`src/clh_pkg.sv`:
```
// constants, register map and carriers for the character display host controller
package clh_pkg;
  // ==========================================================================
  // timing
  localparam int CLK_PERIOD_NS = 40;
  localparam int SETUP_NS = 60;
  localparam int PULSE_NS = 450;
  localparam int HOLD_NS = 20;
  localparam int NIB_GAP_NS = 1000;
  localparam int EXEC_NS = 50000;
  localparam int INIT_WAIT_NS = 5000000;
  localparam int POWERUP_NS = 15000000;
  localparam int SETUP_CYC = (SETUP_NS + CLK_PERIOD_NS - 1) / CLK_PERIOD_NS;
  localparam int PULSE_CYC = (PULSE_NS + CLK_PERIOD_NS - 1) / CLK_PERIOD_NS;
  localparam int HOLD_CYC = (HOLD_NS + CLK_PERIOD_NS - 1) / CLK_PERIOD_NS;
  localparam int NIB_GAP_CYC = (NIB_GAP_NS + CLK_PERIOD_NS - 1) / CLK_PERIOD_NS;
  localparam int EXEC_CYC = (EXEC_NS + CLK_PERIOD_NS - 1) / CLK_PERIOD_NS;
  localparam int INIT_WAIT_CYC = (INIT_WAIT_NS + CLK_PERIOD_NS - 1) / CLK_PERIOD_NS;
  localparam int POWERUP_CYC = (POWERUP_NS + CLK_PERIOD_NS - 1) / CLK_PERIOD_NS;
  localparam int CNT_W = 19;
  // ==========================================================================
  // register map
  localparam int ADDR_W = 8;
  localparam logic [7:0] REG_CTRL = 8'h00;
  localparam logic [7:0] REG_STATUS = 8'h04;
  localparam logic [7:0] REG_TXDATA = 8'h08;
  localparam logic [7:0] REG_CURSOR = 8'h0c;
  localparam logic [7:0] REG_LINECLR = 8'h10;
  localparam int CTRL_INIT_BIT = 0;
  localparam int TX_MODE_BIT = 8;
  localparam int CUR_ROW_BIT = 4;
  localparam int CLR_ROW_BIT = 0;
  localparam int ST_INITDONE = 0;
  localparam int ST_BUSY = 1;
  localparam int ST_FULL = 2;
  localparam int ST_EMPTY = 3;
  localparam int ST_CLEARING = 4;
  localparam int ST_LEVEL_LSB = 8;
  localparam logic [1:0] RESP_OKAY = 2'h0;
  localparam logic [1:0] RESP_SLVERR = 2'h2;
  // ==========================================================================
  // display codes
  localparam logic [7:0] LINE_TOP = 8'h80;
  localparam logic [7:0] LINE_BOT = 8'hc0;
  localparam logic [7:0] SPACE_CHAR = 8'h20;
  localparam logic [4:0] LINE_LEN = 5'h10;
  localparam logic [2:0] INIT_LAST = 3'h7;
  localparam int FIFO_DEPTH = 16;
  localparam int FIFO_LVL_W = 5;
  // ==========================================================================
  // types
  typedef struct packed {
    logic nibbleOnly;
    logic mode;
    logic [7:0] code;
  } clhItem_s;
  typedef struct packed {
    logic [3:0] upperLines;
    logic modeLine;
    logic strobeLine;
    logic rwSelect;
  } clhPins_s;
  typedef enum logic [2:0] {
    X_IDLE = 3'b000,
    X_SETUP = 3'b001,
    X_PULSE = 3'b010,
    X_HOLD = 3'b011,
    X_GAP = 3'b100,
    X_WAIT = 3'b101
  } clhXfer_e;
endpackage

```
`src/clh_lcd_host.sv`:
```
// host controller that drives the character display port from AXI4-Lite registers
`timescale 1ns/1ps
module clh_fifo #(
  parameter int WIDTH = 10,
  parameter int DEPTH = 16
) (
  input wire logic clk,
  input wire logic rst,
  input wire logic inValid,
  output logic inReady,
  input wire logic [WIDTH-1:0] inData,
  output logic outValid,
  input wire logic outReady,
  output logic [WIDTH-1:0] outData,
  output logic [$clog2(DEPTH):0] level
);
  localparam int AW = $clog2(DEPTH);
  logic [WIDTH-1:0] mem [DEPTH];
  logic [AW:0] wrPtr;
  logic [AW:0] rdPtr;

  assign level = wrPtr - rdPtr;
  assign inReady = level != (AW+1)'(DEPTH);
  assign outValid = level != '0;
  assign outData = mem[rdPtr[AW-1:0]];

  always_ff @(posedge clk) begin
    if (inValid && inReady) begin
      mem[wrPtr[AW-1:0]] <= inData;
    end
  end

  always_ff @(posedge clk or posedge rst) begin
    if (rst) begin
      wrPtr <= '0;
      rdPtr <= '0;
    end else begin
      if (inValid && inReady) begin
        wrPtr <= wrPtr + 1'b1;
      end
      if (outValid && outReady) begin
        rdPtr <= rdPtr + 1'b1;
      end
    end
  end
endmodule

module clh_lcd_host import clh_pkg::*; #(
  parameter int POWERUP_CYCLES = POWERUP_CYC,
  parameter int INIT_WAIT_CYCLES = INIT_WAIT_CYC
) (
  input wire logic clk,
  input wire logic rst,
  input wire logic [ADDR_W-1:0] awaddr,
  input wire logic awvalid,
  output logic awready,
  input wire logic [31:0] wdata,
  input wire logic [3:0] wstrb,
  input wire logic wvalid,
  output logic wready,
  output logic [1:0] bresp,
  output logic bvalid,
  input wire logic bready,
  input wire logic [ADDR_W-1:0] araddr,
  input wire logic arvalid,
  output logic arready,
  output logic [31:0] rdata,
  output logic [1:0] rresp,
  output logic rvalid,
  input wire logic rready,
  output clhPins_s pins
);
  // ==========================================================================
  // helpers
  function automatic logic isMapped(input logic [ADDR_W-1:0] a);
    return a == REG_CTRL || a == REG_STATUS || a == REG_TXDATA || a == REG_CURSOR || a == REG_LINECLR;
  endfunction

  function automatic clhItem_s initItem(input logic [2:0] step);
    clhItem_s it;
    it.mode = 1'b0;
    it.nibbleOnly = step < 3'h4;
    unique case (step)
      3'h0, 3'h1, 3'h2: it.code = 8'h30;
      3'h3: it.code = 8'h20;
      3'h4: it.code = 8'h28;
      3'h5: it.code = 8'h0e;
      3'h6: it.code = 8'h06;
      3'h7: it.code = 8'h01;
    endcase
    return it;
  endfunction

  // ==========================================================================
  // state
  clhXfer_e xState;
  logic [CNT_W-1:0] cnt;
  clhItem_s cur;
  logic lowPhase;
  logic longWait;
  logic initActive;
  logic initDone;
  logic [2:0] initStep;
  logic clrActive;
  logic [4:0] clrStep;
  logic [7:0] clrCode;
  logic wrTake;
  logic wrGo;
  logic pushAddr;
  logic fifoInReady;
  logic fifoOutValid;
  logic fifoOutReady;
  clhItem_s fifoOut;
  clhItem_s pushItem;
  logic [FIFO_LVL_W-1:0] fifoLevel;
  clhItem_s item;
  logic itemValid;
  logic take;

  // ==========================================================================
  // AXI4-Lite slave
  assign pushAddr = awaddr == REG_TXDATA || awaddr == REG_CURSOR;
  // a push is held off while the queue is full, so software stalls instead of losing bytes
  assign wrGo = awvalid && wvalid && !awready && !bvalid && (!pushAddr || fifoInReady);
  assign wrTake = awvalid && wvalid && awready && wready;

  always_ff @(posedge clk or posedge rst) begin
    if (rst) begin
      awready <= 1'b0;
      wready <= 1'b0;
      bvalid <= 1'b0;
      bresp <= RESP_OKAY;
    end else begin
      awready <= wrGo;
      wready <= wrGo;
      if (wrTake) begin
        bvalid <= 1'b1;
        bresp <= isMapped(awaddr) ? RESP_OKAY : RESP_SLVERR;
      end else if (bready) begin
        bvalid <= 1'b0;
      end
    end
  end

  always_ff @(posedge clk or posedge rst) begin
    if (rst) begin
      arready <= 1'b0;
      rvalid <= 1'b0;
      rdata <= '0;
      rresp <= RESP_OKAY;
    end else begin
      arready <= arvalid && !arready && !rvalid;
      if (arvalid && arready) begin
        rvalid <= 1'b1;
        rresp <= isMapped(araddr) ? RESP_OKAY : RESP_SLVERR;
        rdata <= '0;
        if (araddr == REG_STATUS) begin
          rdata[ST_INITDONE] <= initDone;
          rdata[ST_BUSY] <= xState != X_IDLE || initActive || clrActive || fifoOutValid;
          rdata[ST_FULL] <= !fifoInReady;
          rdata[ST_EMPTY] <= !fifoOutValid;
          rdata[ST_CLEARING] <= clrActive;
          rdata[ST_LEVEL_LSB +: FIFO_LVL_W] <= fifoLevel;
        end
      end else if (rready) begin
        rvalid <= 1'b0;
      end
    end
  end

  // ==========================================================================
  // queue of characters and commands, kept in write order
  always_comb begin
    pushItem.nibbleOnly = 1'b0;
    pushItem.mode = 1'b0;
    pushItem.code = wdata[7:0];
    if (awaddr == REG_TXDATA) begin
      pushItem.mode = wdata[TX_MODE_BIT];
    end else begin
      pushItem.code = (wdata[CUR_ROW_BIT] ? LINE_BOT : LINE_TOP) | {4'h0, wdata[3:0]};
    end
  end

  clh_fifo #(.WIDTH($bits(clhItem_s)), .DEPTH(FIFO_DEPTH)) queue (
    .clk(clk),
    .rst(rst),
    .inValid(wrTake && pushAddr && wstrb[0]),
    .inReady(fifoInReady),
    .inData(pushItem),
    .outValid(fifoOutValid),
    .outReady(fifoOutReady),
    .outData(fifoOut),
    .level(fifoLevel)
  );

  // ==========================================================================
  // source selection: initialisation, then line clear, then queue
  always_comb begin
    item = initItem(initStep);
    itemValid = 1'b0;
    fifoOutReady = 1'b0;
    if (initActive) begin
      itemValid = 1'b1;
    end else if (clrActive) begin
      itemValid = 1'b1;
      item.nibbleOnly = 1'b0;
      item.mode = clrStep != 5'h0 && clrStep <= LINE_LEN;
      item.code = item.mode ? SPACE_CHAR : clrCode;
    end else if (initDone) begin
      item = fifoOut;
      itemValid = fifoOutValid;
      fifoOutReady = xState == X_IDLE;
    end
  end

  assign take = xState == X_IDLE && itemValid;

  always_ff @(posedge clk or posedge rst) begin
    if (rst) begin
      initActive <= 1'b1;
      initDone <= 1'b0;
      initStep <= '0;
    end else if (wrTake && awaddr == REG_CTRL && wdata[CTRL_INIT_BIT]) begin
      initActive <= 1'b1;
      initDone <= 1'b0;
      initStep <= '0;
    end else if (take && initActive) begin
      initStep <= initStep + 1'b1;
      if (initStep == INIT_LAST) begin
        initActive <= 1'b0;
        initDone <= 1'b1;
      end
    end
  end

  // a request during a clear is dropped; the running clear finishes first
  always_ff @(posedge clk or posedge rst) begin
    if (rst) begin
      clrActive <= 1'b0;
      clrStep <= '0;
      clrCode <= LINE_TOP;
    end else if (wrTake && awaddr == REG_LINECLR && !clrActive) begin
      clrActive <= 1'b1;
      clrStep <= '0;
      clrCode <= wdata[CLR_ROW_BIT] ? LINE_BOT : LINE_TOP;
    end else if (take && !initActive && clrActive) begin
      clrStep <= clrStep + 1'b1;
      if (clrStep == LINE_LEN + 5'h1) begin
        clrActive <= 1'b0;
      end
    end
  end

  // ==========================================================================
  // pin sequencer
  always_ff @(posedge clk or posedge rst) begin
    if (rst) begin
      xState <= X_WAIT;
      cnt <= CNT_W'(POWERUP_CYCLES - 1);
      cur <= '0;
      lowPhase <= 1'b0;
      longWait <= 1'b0;
      pins <= '0;
    end else begin
      pins.rwSelect <= 1'b0;
      unique case (xState)
        X_IDLE: begin
          if (itemValid) begin
            cur <= item;
            lowPhase <= 1'b0;
            longWait <= initActive;
            pins.upperLines <= item.code[7:4];
            pins.modeLine <= item.mode;
            pins.strobeLine <= 1'b0;
            cnt <= CNT_W'(SETUP_CYC - 1);
            xState <= X_SETUP;
          end
        end
        X_SETUP: begin
          if (cnt == '0) begin
            pins.strobeLine <= 1'b1;
            cnt <= CNT_W'(PULSE_CYC - 1);
            xState <= X_PULSE;
          end else begin
            cnt <= cnt - 1'b1;
          end
        end
        X_PULSE: begin
          if (cnt == '0) begin
            pins.strobeLine <= 1'b0;
            cnt <= CNT_W'(HOLD_CYC - 1);
            xState <= X_HOLD;
          end else begin
            cnt <= cnt - 1'b1;
          end
        end
        X_HOLD: begin
          if (cnt != '0) begin
            cnt <= cnt - 1'b1;
          end else if (!lowPhase && !cur.nibbleOnly) begin
            cnt <= CNT_W'(NIB_GAP_CYC - 1);
            xState <= X_GAP;
          end else begin
            cnt <= longWait ? CNT_W'(INIT_WAIT_CYCLES - 1) : CNT_W'(EXEC_CYC - 1);
            xState <= X_WAIT;
          end
        end
        X_GAP: begin
          if (cnt == '0) begin
            pins.upperLines <= cur.code[3:0];
            lowPhase <= 1'b1;
            cnt <= CNT_W'(SETUP_CYC - 1);
            xState <= X_SETUP;
          end else begin
            cnt <= cnt - 1'b1;
          end
        end
        X_WAIT: begin
          if (cnt == '0) begin
            xState <= X_IDLE;
          end else begin
            cnt <= cnt - 1'b1;
          end
        end
        default: begin
          xState <= X_IDLE;
        end
      endcase
    end
  end
endmodule

```
`config.mk`:
```
export PLATFORM = sky130hd
export DESIGN_NAME = clh_lcd_host
export DESIGN_NICKNAME = d
export VERILOG_FILES = /design/src/clh_pkg.sv /design/src/clh_lcd_host.sv
export SDC_FILE = /design/constraint.sdc
export NUM_CORES = 1
export LEC_CHECK = 0
export ABC_CLOCK_PERIOD_IN_PS = 6800
export BUFFER_PORTS_ARGS = -buffer_cell sky130_fd_sc_hd__buf_2
export CAP_MARGIN = 15
export CORE_MARGIN = 3
export CORE_UTILIZATION = 35
export DETAILED_ROUTE_END_ITERATION = 12
export PLACE_DENSITY_LB_ADDON = 0.08
export SKIP_LAST_GASP = 1
export SLEW_MARGIN = 20
export SYNTH_ARGS = -nofsm -noshare
export SYNTH_HDL_FRONTEND = slang
export SYNTH_SLANG_ARGS = --single-unit
```
`constraint.sdc`:
```
create_clock -name clk -period 6.8 [get_ports clk]
set_clock_uncertainty 0.2 [all_clocks]
set_input_delay 1.02 -clock clk [delete_from_list [all_inputs] [get_ports clk]]
set_output_delay 1.02 -clock clk [all_outputs]
set_load 0.02 [all_outputs]
```
==> flow_summary.toml <==
[run_status]
status = "complete, no violations"

[synth]
ys_seq_area_share_pct = 60.3
yosys.area.top_type = "edfxtp_1"
ys_ff_latch = 217
synth_top_family_by_area = "simple AND/OR/NAND/NOR gates"
synth_top_area_share_pct = 42.3
syn_avg_cell_area_um2 = 13.4
synthArstFlopShare_pct = 33.6
syn-cell-area_um2 = 10200
synth_area_leaders = "edfxtp_1 (42%), dfrtp_1 (14%), mux4_2 (7.5%)"
yosys_warnings = 0
synthAdderAreaFrac_pct = 2.40
synth_xor_area_share_pct = 1.80
syn-instance-count = 763
synth-edff-count = 144
yosys.cell_types.count = 78
synth-simple-area-share_pct = 12.4
synth_compound_area_share_pct = 9.25
synth_flop_cell = "edfxtp_1"
synth.area.mux_share_pct = 9.61

[floorplan]
start_util_pct = 36.1
pin_count = 107
dieArea_um2 = 31300
fp.dieH_um = 177
die_w_um = 177
fp-row-count = 61
core_area_um2 = 28300

[sta]
final-setup-viol-count = 0
maxSlewViolCount = 0
grt_setup_unrepaired = "no"
setup_tns_ps = 0
timing.slew.headroom_pct = 36.1
fmax_mhz = 236
min_period_ps = 4240
layout_setup_ws_ps = 2560
final_hold_viol_count = 0
final.period_utilization_pct = 62.3
tightestPinTransition_ps = 958

[worst_setup_path]
cp_max_fo = 13
cp.arrival_ps = 4190
crit_chain = "inv_1, ha_1, xnor2_1, a211oi_1, or2_2, a21oi_1, and3b_1, and2_1"
crit_required_ps = 6760
startpoint = "queue.rdPtr[2]"
crit_path_top_delay_cell = "dfrtp_1"
path_buf_inv = 1
slowest_delay_ps = 720
cpLargestDelayFamily = "simple AND/OR/NAND/NOR gates"
r2r_start = "queue.rdPtr[2]"
path_class = "register to register"
start_kind = "register"
crit_path_end_kind = "register"

[job]
maxCapViolations = 0

[drt]
vias = 6410
wirelength_um = 25200
ant_nets = 0
drc = 0
avgViaCountPerCell = 5.29
first_pass_iters = 5
wl_per_cell_um = 20.8
drt_iter0_drc = 397

[clocking]
cts_sinks = 217
cts-buffers-inserted = 24
post_cts_buffers = 0
cts_max_level = 1
clk_pin_slew_worst_paths_ps = 60
cts.repair.resized = 0
clk_latency_ps = 530
clockBufferDepth = 3
cts_hold_buf = 0
root_buffer = "clkbuf_16"
tritoncts = "done"

[pwr]
vdd_drop_max_v = 0.000158
leakage_nw = 4.42
power_density_nw_per_um2 = 231

[cells_and_area]
nNetsFinal = 897
multiInputGateArea_um2 = 3720
diodes = 0
nFillCells = 2658
postLayoutCellArea_um2 = 11500
regArea_um2 = 6170
drive_gt1_share_pct = 20.4
area_delta_synth_final_pct = 12.5

[global_routing]
grt_usage_pct = 16.1
antenna_found_initial = 0
grt_max_degree = 74
grt-ovfl-total = 0
grt_pass1_vias = 6609
grt_pass1_wl_um = 38500

[placement]
dp_hpwl_um = 17200
port_buffers = 55
pre_cts_ws_ps = 2430
place_area_um2 = 10800
place_congestion = 0.846

[min_path]
hold_path.startpoint = "rvalid"
hp-class = "register to register"
## placed cells by master (no fill, tap or decap), types with 5 or more instances in the layout
| master | count |
|---|---|
| ha_1 | 18 |
| and3_1 | 8 |
| o31ai_1 | 15 |
| dfstp_2 | 15 |
| edfxtp_1 | 144 |
| a21o_1 | 6 |
| mux2i_1 | 16 |
| nor2_1 | 46 |
| xor2_1 | 8 |
| o21ai_0 | 24 |
| or4_1 | 10 |
| buf_4 | 10 |
| a21oi_1 | 22 |
| clkbuf_1 | 8 |
| xnor2_1 | 13 |
| buf_2 | 55 |
| nor2b_1 | 5 |
| clkbuf_16 | 24 |
| or2_2 | 5 |
| and2_1 | 18 |
| or3_1 | 9 |
| nor3_1 | 23 |
| conb_1 | 25 |
| nand4_1 | 8 |
| dfrtp_1 | 56 |
| mux4_2 | 34 |
| nand3_1 | 22 |
| nand2_1 | 52 |
| inv_1 | 22 |
| nor4_1 | 6 |
| a211oi_1 | 7 |
| o22ai_1 | 6 |
## state kept, by name, summed over array words and instances, names as in the netlist, 3 cells and up
signal	flops
clrStep	5
cnt	19
cur	5
initStep	3
pins	6
queue.mem	144
queue.rdPtr	5
queue.wrPtr	5
rdata	10
xState	3
## power by group
group	internal (mW)	switching, mW	total (mW)
Combinational	0.0157	0.0477	0.0634
Sequential	1.41	0.00435	1.41
Clock	0.662	0.514	1.18
## per-layer routing
metal	share of wire (%)	GRT usage, %
met5	0	0
met3	4.4	2.42
met1	42	20.5
met2	51	28.6
met4	2.6	4.32
## worst reg2reg max path: cells and delay by family (launching register included)
kind,cells,cell delay [ps]
flip-flops,1,720
AO/OA/AOI/OAI,2,760
adder cells (fa/ha/maj),1,410
buffers and inverters,1,210
AND/OR/NAND/NOR,3,1300
XOR/XNOR,1,280
## path summary, 6_finish.rpt
kind	cells past startpoint	endpoint	slack [ps]
max in group asynchronous	3	queue.rdPtr[1]	5150
min in group asynchronous	3	rdata[8]	590
worst min-delay path	1	arready	270
worst max-delay path	8	queue.mem[10][2]	2560
worst max register to register	8	queue.mem[10][2]	2560
worst min register to register	1	arready	270
## logic make-up after synthesis
kind of cell | after synthesis
and+or+nand+nor | 239
DFF | 217
AOI/OAI and AO/OA | 129
buffers and inverters | 82
muxes | 55
xor gates and xnor gates | 21
adders and majority gates | 19
other | 1
## Yosys cell counts (9+ instances only)
library cell and n:
ha_1 18, clkbuf_1 21, nor3_1 23, nand3_1 22, o21ai_0 24, inv_1 23, mux4_2 34, or4_1 10
edfxtp_1 144, o31ai_1 15, and2_1 18, dfrtp_1 58, a21oi_1 22, dfstp_2 15, nor2_1 46, nand2_1 52
buf_4 27, or3_1 9, mux2i_1 16, xnor2_1 13
## per-stage QoR
stage	power, mW	hold slack (ps)	utilization (%)	cells
global placement	1.50	243	38.1	1171
global route	2.76	301	40.6	1211
CTS	2.69	266	40.6	1211
floorplan	1.49	250	-	787
detailed placement	1.50	247	38.1	1171
finish	2.65	271	40.6	1211
## cell type report
cell class | instances | area share [%]
repair buffers | 65 | 3.04
multi-input cells | 488 | 32.3
flip-flops and latches | 217 | 53.6
clock inverters | 7 | 0.522
inverters | 23 | 0.750
clock buffers | 33 | 5.60
well taps | 378 | 4.11
No activity file was read; power rests on OpenSTA's default activity.
